**src/fe_ctrl_pkg.sv**
```systemverilog
package fe_ctrl_pkg;

   // ----------------------------------------------------------------
   // Register addresses
   // ----------------------------------------------------------------
   localparam logic [9:0] mode_select_addr     = 10'h022;
   localparam logic [9:0] line_one_value_addr  = 10'h032;
   localparam logic [9:0] line_two_value_addr  = 10'h033;
   localparam logic [9:0] direction_addr       = 10'h034;
   localparam logic [9:0] tx_power_addr        = 10'h203;

   // ----------------------------------------------------------------
   // Field layout and values
   // ----------------------------------------------------------------
   localparam int         mode_field_lsb       = 0;
   localparam int         mode_field_msb       = 2;
   localparam logic [2:0] mode_auto            = 3'h7;
   localparam logic [2:0] mode_normal          = 3'h0;
   localparam int         power_field_lsb      = 3;
   localparam int         power_field_msb      = 7;
   localparam logic [4:0] power_lowest         = 5'h1f;
   localparam logic [4:0] power_highest_char   = 5'h05;
   localparam int         num_lines            = 3;

   // ----------------------------------------------------------------
   // Reset values
   // ----------------------------------------------------------------
   localparam logic [7:0] mode_select_rst      = 8'h00;
   localparam logic [7:0] line_value_rst       = 8'h00;
   localparam logic [7:0] direction_rst        = 8'h00;
   localparam logic [7:0] tx_power_rst         = 8'h00;

endpackage

```
**src/fe_line_if.sv**
```systemverilog
`timescale 1ns/1ns
`default_nettype none
interface fe_line_if;
   logic       auto_mode;
   logic [2:0] sm_drive;
   logic [2:0] out_value;
   logic [2:0] direction;
   logic [2:0] line_out;
   logic [2:0] line_oe;

   modport regs (output auto_mode, output sm_drive, output out_value, output direction,
                 input line_out, input line_oe);
   modport mux  (input auto_mode, input sm_drive, input out_value, input direction,
                 output line_out, output line_oe);
endinterface
`default_nettype wire

```
**src/fe_line_mux.sv**
```systemverilog
`timescale 1ns/1ns
`default_nettype none
module fe_line_mux
   import fe_ctrl_pkg::*;
(
   input  wire logic core_clk,
   input  wire logic srst,
   fe_line_if.mux    lines
);
   typedef struct packed
   {
      logic [2:0] out_q;
      logic [2:0] oe_q;
   } mux_state_t;

   mux_state_t state_q;
   mux_state_t state_d;

   // ----------------------------------------------------------------
   // Per-line source select
   // ----------------------------------------------------------------
   always_comb
   begin
      state_d = state_q;
      for (int i = 0; i < num_lines; i++)
      begin
         if (lines.auto_mode)
         begin
            state_d.out_q[i] = lines.sm_drive[i];
            state_d.oe_q[i]  = 1'b1;
         end
         else
         begin
            state_d.out_q[i] = lines.out_value[i];
            state_d.oe_q[i]  = lines.direction[i];
         end
      end
   end

   always_ff @(posedge core_clk)
   begin
      if (srst)
         state_q <= '0;
      else
         state_q <= state_d;
   end

   assign lines.line_out = state_q.out_q;
   assign lines.line_oe  = state_q.oe_q;
endmodule
`default_nettype wire

```
**src/rf_front_end_switch_control.sv**
```systemverilog
`timescale 1ns/1ns
`default_nettype none
module rf_front_end_switch_control
   import fe_ctrl_pkg::*;
(
   input  wire logic       core_clk,
   input  wire logic       srst,
   input  wire logic       reg_wr,
   input  wire logic       reg_rd,
   input  wire logic [9:0] reg_addr,
   input  wire logic [7:0] reg_wdata,
   output logic      [7:0] reg_rdata,
   input  wire logic [2:0] sm_line_drive,
   output logic      [2:0] front_end_line_out,
   output logic      [2:0] front_end_line_oe,
   output logic      [4:0] transmit_power_field
);
   typedef struct packed
   {
      logic [7:0] mode_q;
      logic [7:0] line_one_q;
      logic [7:0] line_two_q;
      logic [7:0] dir_q;
      logic [7:0] power_q;
      logic [7:0] rdata_q;
   } regs_state_t;

   regs_state_t state_q;
   regs_state_t state_d;
   fe_line_if   lines ();

   // ----------------------------------------------------------------
   // Register file
   // ----------------------------------------------------------------
   always_comb
   begin
      state_d = state_q;
      if (reg_wr)
      begin
         case (reg_addr)
            mode_select_addr:    state_d.mode_q     = reg_wdata;
            line_one_value_addr: state_d.line_one_q = reg_wdata;
            line_two_value_addr: state_d.line_two_q = reg_wdata;
            direction_addr:      state_d.dir_q      = reg_wdata;
            tx_power_addr:       state_d.power_q    = reg_wdata;
            default:             state_d.rdata_q    = state_q.rdata_q;
         endcase
      end
      if (reg_rd)
      begin
         case (reg_addr)
            mode_select_addr:    state_d.rdata_q = state_q.mode_q;
            line_one_value_addr: state_d.rdata_q = state_q.line_one_q;
            line_two_value_addr: state_d.rdata_q = state_q.line_two_q;
            direction_addr:      state_d.rdata_q = state_q.dir_q;
            tx_power_addr:       state_d.rdata_q = state_q.power_q;
            default:             state_d.rdata_q = 8'h00;
         endcase
      end
   end

   always_ff @(posedge core_clk)
   begin
      if (srst)
      begin
         state_q.mode_q     <= mode_select_rst;
         state_q.line_one_q <= line_value_rst;
         state_q.line_two_q <= line_value_rst;
         state_q.dir_q      <= direction_rst;
         state_q.power_q    <= tx_power_rst;
         state_q.rdata_q    <= 8'h00;
      end
      else
         state_q <= state_d;
   end

   // ----------------------------------------------------------------
   // Line source wiring
   // ----------------------------------------------------------------
   // Line zero value has no register of its own; bit 0 of line one's register serves.
   assign lines.auto_mode = (state_q.mode_q[mode_field_msb:mode_field_lsb] == mode_auto);
   assign lines.sm_drive  = sm_line_drive;
   assign lines.out_value = {state_q.line_two_q[2], state_q.line_one_q[1],
                             state_q.line_one_q[0]};
   assign lines.direction = state_q.dir_q[num_lines-1:0];

   fe_line_mux u_mux
   (
      .core_clk (core_clk),
      .srst     (srst),
      .lines    (lines.mux)
   );

   assign front_end_line_out   = lines.line_out;
   assign front_end_line_oe    = lines.line_oe;
   assign reg_rdata            = state_q.rdata_q;
   assign transmit_power_field = state_q.power_q[power_field_msb:power_field_lsb];
endmodule
`default_nettype wire

```
**config.mk**
```make
export PLATFORM = sky130hd
export DESIGN_NAME = rf_front_end_switch_control
export DESIGN_NICKNAME = d
export VERILOG_FILES = /design/src/fe_ctrl_pkg.sv /design/src/fe_line_if.sv /design/src/fe_line_mux.sv /design/src/rf_front_end_switch_control.sv
export SDC_FILE = /design/constraint.sdc
export NUM_CORES = 1
export LEC_CHECK = 0
export BUFFER_PORTS_ARGS = -buffer_cell sky130_fd_sc_hd__buf_2
export CAP_MARGIN = 20
export CORE_MARGIN = 1.5
export CORE_UTILIZATION = 30
export CTS_BUF_LIST = sky130_fd_sc_hd__clkbuf_16
export CTS_CLUSTER_SIZE = 20
export DETAILED_ROUTE_END_ITERATION = 10
export GPL_ROUTABILITY_DRIVEN = 1
export SETUP_SLACK_MARGIN = 0.4
export SYNTH_ARGS = -nofsm -noshare
export SYNTH_HDL_FRONTEND = slang
export SYNTH_SLANG_ARGS = --single-unit
```
**constraint.sdc**
```tcl
create_clock -name core_clk -period 4.5 [get_ports core_clk]
set_clock_uncertainty 0.15 [all_clocks]
set_input_delay 0.675 -clock core_clk [delete_from_list [all_inputs] [get_ports core_clk]]
set_output_delay 0.675 -clock core_clk [all_outputs]
set_load 0.05 [all_outputs]
```
==> reports/qor.csv, run 1 <==
stage;metric;value;unit
clocking;cts.path.max_buffers;2;
layout;utilization;34.76;%
layout;finalInstanceArea;2841;um2
detailed_routing;wire_per_inst;15.44;um
detailed_routing;totalWireLength;6.192;mm
die;die_w;94.74;um
grt;antenna_found_initial;0;
placed_design;port-buffer-count;43;
detailed_routing;drc;0;
sta;rsz0062_at_grt;no;
die;num_io_pins;44;
synthesis;synth.net_count;299;
grt;grt_pass1_vias;1997;
pwr;p_leak;1.234;nW
min_path;min_path_type;reg -> reg;
synthesis;netlist_area;2525;um2
layout;fillerInstances;857;
layout;diodes;0;
die;initial_core_util;30.88;%
pwr;ir_drop;0.1594;mV
placed_design;gp_congestion;0.8153;
layout;area.growth.synth_to_final;12.54;%
placed_design;dpl.hpwl;4.382;mm
grt;grt_start_max_net_pins;59;
synthesis;synthTopCellsByArea;dfxtp_1 43%, mux2i_1 11%, nor2_1 6.4%;
clocking;clkTransAtPathRegs;60;ps
die;fp.dieH;94.74;um
pwr;finalPower;0.9257;mW
critical_path;worstPathMaxFanout;13;
critical_path;arrival;2420;ps
clocking;hold_buffers;0;
pwr;power_density;325.8;nW/um2
critical_path;required;4540;ps
synthesis;yosysTopAreaCellShare;42.81;%
sta;finalSetupViolCount;0;
synthesis;ys_ff_latch;54;
layout;nNetsFinal;320;
grt;grt_usage;14.37;%
sta;finalSetupTns;0;ps
synthesis;postSynthCellCount;274;
die;coreArea;8175;um2
clocking;cts_buffers;5;
critical_path;critPathCaptureType;register;
clocking;cts.repair.resized;0;
layout;mostFrequentLayoutCells;54 x dfxtp_1, 43 x nor2_1, 43 x buf_2, 27 x mux2i_1, 22 x nand3_1;
placed_design;place_inst;393;
clocking;clock_sinks;54;
sta;fin_crit_sh;52.87;%
critical_path;critPathKind;in -> reg;
sta;period_needed;2379;ps
critical_path;path_cells;buf_2, nor2b_1, and3_1, a22oi_1, a211oi_1;
synthesis;synth_area_per_cell;9.215;um2
grt;grt_overflow_total;0;
critical_path;cp_slowest_cell;and3_1;
placed_design;placed_area;2700;um2
synthesis;synth-seq-area-share;42.81;%
sta;hold_viol_final;0;
critical_path;path_buf_inv;1;
critical_path;startpoint_type;input pin;
detailed_routing;vias;2078;
die;row_count;33;
detailed_routing;ant_nets;0;
sta;drv_slew;0;
detailed_routing;drtIter0Drc;127;
run_status;status;finished clean;
job;drv_cap;0;
sta;fmax;420.3;MHz
die;die-area;8976;um2
clocking;h-tree-depth;2;
sta;slew_headroom;31.19;%
clocking;cts_root_buf;clkbuf_16;
clocking;clkLatencyLatePin;290;ps
sta;worst_slew_pin_slew;1032;ps
synthesis;yosysWarnings;0;
critical_path;cpLargestDelayFamily;simple AND/OR/NAND/NOR gates;
synthesis;synth_cell_types;38;
clocking;post_cts_buffers;0;
layout;final_common_cell;dfxtp_1;
layout;layout.cells.non_filler;401;
detailed_routing;dr.pass1.iters;4;
synthesis;synth.largest_area_cell;dfxtp_1;
clocking;cts_tree;yes;
grt;grt_first_pass_wirelength;9.839;mm
detailed_routing;via_per_inst;5.182;
layout;drive_gt1_share;22.30;%
critical_path;slowest_delay;620;ps
[power breakdown]
group	internal [mW]	switching (mW)	leakage [nW]
Sequential	0.481	0.00185	0.436
Clock	0.203	0.166	0.0672
Combinational	0.0207	0.0530	0.731
[area by class of cell]
cell class	count	area, um2	share of cell area, %
clock inverter	3	16.27	0.5724
clock buffer	5	125.1	4.403
tap	105	131.4	4.624
multi-input combinational	190	1269	44.65
inverter	1	3.754	0.1321
sequential	54	1081	38.04
timing repair buffer	43	215.2	7.574
[state kept, by name, indices dropped and copies added (netlist names)]
name and count:
state_q 29, reg_rdata 8, transmit_power_field 5, lines.direction 3
lines.out_value 3, u_mux.lines.line_oe 3, u_mux.lines.line_out 3
[worst register-to-register path: stages, from the launching register on]
cell and delay [ps]:
dfxtp_1 320, mux2_2 260, a32o_1 240, a32oi_1 190
o21ai_0 90
[cell families (layout without fill, tap and decap cells)]
logic type	after synthesis	after routing	share of synthesized area (%)
multiplexers	32	32	12.93
flip-flops	54	54	42.81
AND/OR/NAND/NOR	109	109	23.59
AO/OA/AOI/OAI	49	49	13.73
buffers and inverters	30	52	6.937
[per-stage QoR]
stage	hold WS (ps)	worst slack, ps
6_report	300.2	2121
2_1_floorplan	281.6	2454
3_5_place_dp	296.1	1850
3_3_place_gp	289.3	1977
5_1_grt	330.8	1966
4_1_cts	306.0	2165
[cells in the mapped netlist]
cell,number
dfxtp_1,54
nor2_1,43
mux2i_1,27
nand3_1,22
nand2_1,18
a21oi_1,17
buf_4,14
clkbuf_1,12
a22oi_1,8
mux2_2,5
nand4_1,5
nor2b_1,5
a211oi_1,4
o21a_1,4
nand4_2,3
nor4b_4,3
a2111oi_0,2
a21boi_0,2
a22o_1,2
a311o_1,2
and3_1,2
buf_2,2
nor3_1,2
nor3b_1,2
a211o_1,1
a211oi_2,1
a22oi_2,1
a31oi_1,1
a32o_1,1
a32oi_1,1
and2_1,1
and3_2,1
and4bb_2,1
buf_6,1
inv_1,1
nor4_4,1
o21ai_0,1
o21bai_1,1
[per-layer routing]
| metal | vias up | track usage (%) | wire length, um |
|---|---|---|---|
| met2 | 56 | 24.70 | 3058 |
| met5 | - | 0 | 0 |
| li1 | 1016 | - | - |
| met1 | 997 | 17.56 | 2659 |
| met4 | 0 | 5.348 | 140 |
| met3 | 9 | 2.899 | 335 |
[worst paths after layout]
kind,slack (ps),depth (start not counted),startpoint,endpoint
worst min-delay path,300,2,state_q[47]$_SDFFE_PP0P_,state_q[47]$_SDFFE_PP0P_
worst min register to register,300,2,state_q[47]$_SDFFE_PP0P_,state_q[47]$_SDFFE_PP0P_
worst max-delay path,2120,5,reg_addr[1],reg_rdata[1]$_SDFFE_PP0P_
worst max register to register,3100,4,state_q[38]$_SDFFE_PP0P_,reg_rdata[6]$_SDFFE_PP0P_
(Power assumes the default switching activity.)
==> run 2: changes to the inputs <==
clock period = 1.96 ns   (was 4.5 ns; I/O delays follow)
==> run 2 against run 1 <==
Compared with the run above:
- non-clock buffer count grew 24
- die area is the same
- combinational power rose to 2.6 times the previous value
- power is 140% higher
- cell count grew 6.0%
- register-to-register slack worse by 2500 ps
- wire length increased by 6.8%
- global-route usage is 0.97 points higher
- hold slack worse by 210 ps
- sequential cell count stayed put
- largest cell class unchanged
- largest power group unchanged
==> reports/qor.csv, run 2 (synthesis gave the netlist of run 1 again) <==
stage;metric;value;unit;change
sta;worst_slack;461.7;ps;-1659 ps
die;num_io_pins;44;;unchanged
critical_path;cp_num_cells;5;;unchanged
sta;slew_headroom;71.15;%;+40 points
die;fp.dieH;94.74;um;unchanged
layout;largest_reg_flops;29;;unchanged
critical_path;startpoint_type;input pin;;
grt;grt_overflow_total;0;;unchanged
pwr;power_density;728.2;nW/um2;+120%
critical_path;cp_slowest_cell;and4bb_2;;
sta;fmax;667.4;MHz;
layout;area.growth.synth_to_final;21.21;%;
sta;finalSetupTns;0;ps;unchanged
sta;rsz0062_at_grt;no;;
die;row_count;33;;unchanged
die;initial_core_util;30.88;%;unchanged
min_path;min_path_type;in -> reg;;
clocking;clkLatencyLatePin;290;ps;about the same
clocking;clkTransAtPathRegs;80;ps;+20 ps
clocking;cts_buffers;5;;unchanged
sta;hold_viol_final;0;;unchanged
detailed_routing;vias;2166;;+4.2%
sta;hold_slack;87.43;ps;-212.8 ps
die;die_w;94.74;um;unchanged
detailed_routing;via_per_inst;5.096;;-1.7%
layout;mostFrequentLayoutCells;54 x dfxtp_1, 43 x nor2_1, 43 x buf_2, 27 x mux2i_1, 24 x buf_4;;
critical_path;critPathKind;in -> reg;;
layout;utilization;37.44;%;+2.7 points
clocking;clock_sinks;54;;unchanged
critical_path;worstPathMaxFanout;13;;unchanged
layout;largest-register;state_q;;
sta;finalSetupViolCount;0;;unchanged
detailed_routing;drtIter0Drc;94;;-26%
die;coreArea;8175;um2;unchanged
detailed_routing;dr.pass1.iters;4;;unchanged
job;drv_cap;0;;unchanged
placed_design;port-buffer-count;43;;unchanged
grt;grt_first_pass_wirelength;10.55;mm;+7.2%
layout;final_common_cell;dfxtp_1;;
placed_design;dp_slack;62.00;ps;-1788 ps
clocking;h-tree-depth;2;;unchanged
placed_design;place_inst;413;;+5.1%
detailed_routing;drc;0;;unchanged
clocking;cts_tree;yes;;
die;die-area;8976;um2;unchanged
grt;grt_pass1_vias;2117;;+6.0%
critical_path;cpLargestDelayFamily;simple AND/OR/NAND/NOR gates;;
sta;worst_slew_pin_slew;431.9;ps;-600.3 ps
sta;period_needed;1498;ps;
layout;finalInstanceArea;3060;um2;+7.7%
clocking;cts.path.max_buffers;2;;unchanged
detailed_routing;wire_per_inst;15.56;um;+0.75%
layout;layout.cells.non_filler;425;;+6.0%
pwr;ir_drop;0.3599;mV;+130%
pwr;p_leak;1.357;nW;+10%
critical_path;path_cells;buf_2, and4bb_2, and3_4, a22oi_1, a211oi_1;;
critical_path;critPathCaptureType;register;;
grt;grt_start_max_net_pins;25;;-58%
sta;drv_slew;0;;unchanged
critical_path;rr_worst_depth;4;;unchanged
pwr;finalPower;2.229;mW;+140%
critical_path;required;2030;ps;-2510 ps
detailed_routing;totalWireLength;6.612;mm;+6.8%
critical_path;arrival;1570;ps;-850 ps
run_status;status;finished clean;;
critical_path;path_buf_inv;1;;unchanged
critical_path;slowest_delay;330;ps;-290 ps
placed_design;dpl.hpwl;4.742;mm;+8.2%
placed_design;gp_congestion;0.8356;;+2.5%
layout;drive_gt1_share;30.00;%;+7.7 points
placed_design;placed_area;2872;um2;+6.3%
clocking;cts_root_buf;clkbuf_16;;
grt;grt_usage;15.34;%;+0.97 points
layout;diodes;0;;unchanged
detailed_routing;ant_nets;0;;unchanged
sta;fin_crit_sh;76.45;%;
grt;antenna_found_initial;0;;unchanged
layout;nNetsFinal;344;;+7.5%
min_path;holdPathStages;3;;+1
## run 2: where the power goes
group / switching, mW / leakage, nW / internal, mW
clock: 0.444 / 0.0759 / 0.488
sequential: 0.00370 / 0.436 / 1.10
combinational: 0.128 / 0.845 / 0.0613
## run 2: what timing repair did
action,4_1_cts,5_1_grt
setup buffers,3,1
pin swaps,3,2
hold buffers,0,0
setup endpoints to repair,3,26
gates resized for setup,0,2
## run 2: per-layer routing
layer	global-route usage (%)	share of wire, %	vias up
li1	-	-	1062
met1	19.71	47	1047
met2	26.37	49	46
met3	2.657	3.4	11
met4	3.980	1.1	0
met5	0	0	-
## run 2: worst register-to-register path: cells and delay by family (launching register included)
family | cells | cell delay, ps
AOI/OAI and AO/OA | 3 | 510
DFF | 1 | 320
muxes | 1 | 260
## run 2: worst paths after layout
path                                                from                            endpoint  slack, ps
worst max-delay path                         reg_addr[0]           reg_rdata[1]$_SDFFE_PP0P_        460
worst min-delay path                    sm_line_drive[1]  u_mux.lines.line_out[1]$_SDFF_PP0_         90
worst max register to register  state_q[30]$_SDFFE_PP0P_           reg_rdata[6]$_SDFFE_PP0P_        590
worst min register to register  state_q[46]$_SDFFE_PP0P_            state_q[46]$_SDFFE_PP0P_        310
## run 2: final cells by class
| type | count | area [um2] |
|---|---|---|
| Sequential cell | 54 | 1081 |
| Tap cell | 105 | 131.4 |
| Inverter | 1 | 3.754 |
| Clock inverter | 3 | 28.78 |
| Multi-Input combinational cell | 190 | 1295 |
| Fill cell | 852 | 5115 |
| Clock buffer | 5 | 125.1 |
| Timing Repair Buffer | 67 | 395.4 |
==> run 3: changes to the inputs <==
clock period = 1.5 ns   (was 1.96 ns; I/O delays follow)
==> run 3 against run 2 <==
Compared with the run above:
- power increased by 34%
- die area unchanged
- hold slack got worse by 76 ps
- sequential share of layout area decreased by 6.1 points
- sequential power increased by 31%
- critical path depth increased by 1
- largest cell class unchanged
- highest routed layer unchanged
==> reports/qor.csv, run 3 (synthesis gave the netlist of run 1 again) <==
stage;metric;value;unit;change
pwr;ir_drop;0.5063;mV;+41%
placed_design;port-buffer-count;43;;unchanged
placed_design;dpl.hpwl;4.788;mm;+0.97%
grt;grt_usage;16.03;%;+0.69 points
min_path;holdPathStages;3;;unchanged
sta;finalSetupViolCount;0;;unchanged
critical_path;cp_slowest_cell;nor4b_4;;
critical_path;rr_worst_depth;4;;unchanged
clocking;hold_buffers;0;;unchanged
critical_path;critPathKind;in -> reg;;
sta;worst_slew_pin_slew;411.6;ps;-20.30 ps
detailed_routing;wire_per_inst;15.64;um;+0.54%
detailed_routing;ant_nets;0;;unchanged
clocking;cts_tree;yes;;
critical_path;startpoint_type;input pin;;
sta;worst_slack;89.50;ps;-372.2 ps
sta;fmax;709.0;MHz;
job;drv_cap;0;;unchanged
critical_path;slowest_delay;440;ps;+110 ps
layout;mostFrequentLayoutCells;42 x nor2_1, 39 x buf_4, 32 x dfxtp_1, 27 x mux2i_1, 21 x dfxtp_2;;
sta;slew_headroom;72.44;%;+1.3 points
min_path;min_path_type;in -> reg;;
clocking;clkTransAtPathRegs;80;ps;about the same
grt;grt_start_max_net_pins;31;;+24%
die;fp.dieH;94.74;um;unchanged
layout;nNetsFinal;373;;+8.4%
sta;hold_viol_final;0;;unchanged
detailed_routing;via_per_inst;5.093;;about the same
critical_path;critPathCaptureType;register;;
layout;largest_reg_flops;29;;unchanged
layout;finalInstanceArea;3800;um2;+24%
critical_path;arrival;1490;ps;-80 ps
detailed_routing;totalWireLength;7.101;mm;+7.4%
clocking;cts.path.max_buffers;2;;unchanged
detailed_routing;vias;2312;;+6.7%
placed_design;placed_area;3067;um2;+6.8%
layout;area.growth.synth_to_final;50.50;%;
layout;largest-register;state_q;;
die;row_count;33;;unchanged
layout;final_common_cell;nor2_1;;
detailed_routing;drtIter0Drc;65;;-31%
sta;drv_slew;0;;unchanged
die;coreArea;8175;um2;unchanged
sta;rsz0062_at_grt;yes;;
layout;fillerInstances;783;;-8.1%
pwr;p_leak;1.583;nW;+17%
clocking;clkLatencyLatePin;300;ps;about the same
clocking;h-tree-depth;2;;unchanged
grt;grt_first_pass_wirelength;10.90;mm;+3.3%
critical_path;path_cells;buf_12, nor4b_4, buf_4, nand4_1, a21boi_0, a311o_1;;
layout;seqCellArea;1111;um2;+2.8%
grt;grt_overflow_total;0;;unchanged
sta;period_needed;1410;ps;
detailed_routing;drc;0;;unchanged
die;num_io_pins;44;;unchanged
run_status;status;finished clean;;
die;die-area;8976;um2;unchanged
placed_design;dp_slack;-171.3;ps;-233.3 ps
die;die_w;94.74;um;unchanged
critical_path;worstPathMaxFanout;7;;-6
clocking;cts_buffers;5;;unchanged
sta;fin_crit_sh;94.03;%;
layout;multi_input_comb_area;1496;um2;+16%
clocking;cts_root_buf;clkbuf_16;;
layout;drive_gt1_share;53.01;%;+23 points
pwr;power_density;786.3;nW/um2;+8.0%
grt;grt_pass1_vias;2216;;+4.7%
detailed_routing;dr.pass1.iters;4;;unchanged
layout;diodes;0;;unchanged
placed_design;gp_congestion;0.7923;;-5.2%
grt;antenna_found_initial;0;;unchanged
clocking;clock_sinks;54;;unchanged
critical_path;required;1580;ps;-450 ps
die;initial_core_util;30.88;%;unchanged
-- run 3: changes by cell type in the layout (fill, tap and decap cells not counted), moves of 8 or more --
cell,before,now
nand3_2,0,20
dfxtp_1,54,32
nand2_2,1,9
buf_4,24,39
buf_6,0,17
dfxtp_2,0,21
buf_2,43,18
nand3_1,22,2
nand2_1,17,9
buf_8,0,18
-- run 3: final timing paths --
kind                                  start                            endpoint  slack, ps
hold / removal             sm_line_drive[2]  u_mux.lines.line_out[2]$_SDFF_PP0_         10
setup reg to reg  reg_rdata[5]$_SDFFE_PP0P_           reg_rdata[5]$_SDFFE_PP0P_        180
setup / recovery                reg_addr[0]           reg_rdata[5]$_SDFFE_PP0P_         90
hold reg to reg    state_q[46]$_SDFFE_PP0P_            state_q[46]$_SDFFE_PP0P_        310
-- run 3: cell type report --
type	instances	area share, %
Sequential cell	54	29.24
Clock inverter	3	0.7244
Tap cell	105	3.457
Timing Repair Buffer	95	23.81
Inverter	1	0.09878
Clock buffer	5	3.293
Multi-Input combinational cell	191	39.38
-- run 3: stage by stage --
step / total power, mW / hold slack (ps) / instances / utilization, % / setup TNS, ps
after global placement: 1.739 / 293.7 / 425 / 37.51 / -4731
after CTS: 2.984 / 3.914 / 444 / 43.80 / 0
after global routing: 3.092 / 24.61 / 454 / 46.48 / 0
after detailed placement: 1.742 / 296.4 / 425 / 37.51 / -5670
after floorplan: 1.627 / 218.9 / 274 / - / -1598
final: 2.988 / 10.97 / 454 / 46.48 / 0
-- run 3: report_power, final --
group / leakage, nW / internal [mW] / switching (mW)
combinational: 1.06 / 0.134 / 0.192
sequential: 0.447 / 1.44 / 0.00901
clock: 0.0723 / 0.638 / 0.574
total: 1.58 / 2.21 / 0.775
-- run 3: metal layers --
layer | share of wire [%] | GRT usage (%) | up-vias
met5 | 0 | 0 | -
met4 | 2.2 | 5.846 | 0
met3 | 4.1 | 4.187 | 13
met2 | 52 | 28.39 | 42
met1 | 42 | 18.38 | 1135
li1 | - | - | 1122
-- run 3: critical path: cells and delay by family --
kind                   cells  cell delay [ps]
AND/OR/NAND/NOR            2              540
AO/OA/AOI/OAI              2              400
buffers and inverters      2              320
-- run 3: repair_timing --
action | CTS | global route
resized for setup | 95 | 41
pin swaps | 16 | 23
buffers inserted | 9 | 10
setup endpoints to repair | 73 | 71
cloned | 2 | 0
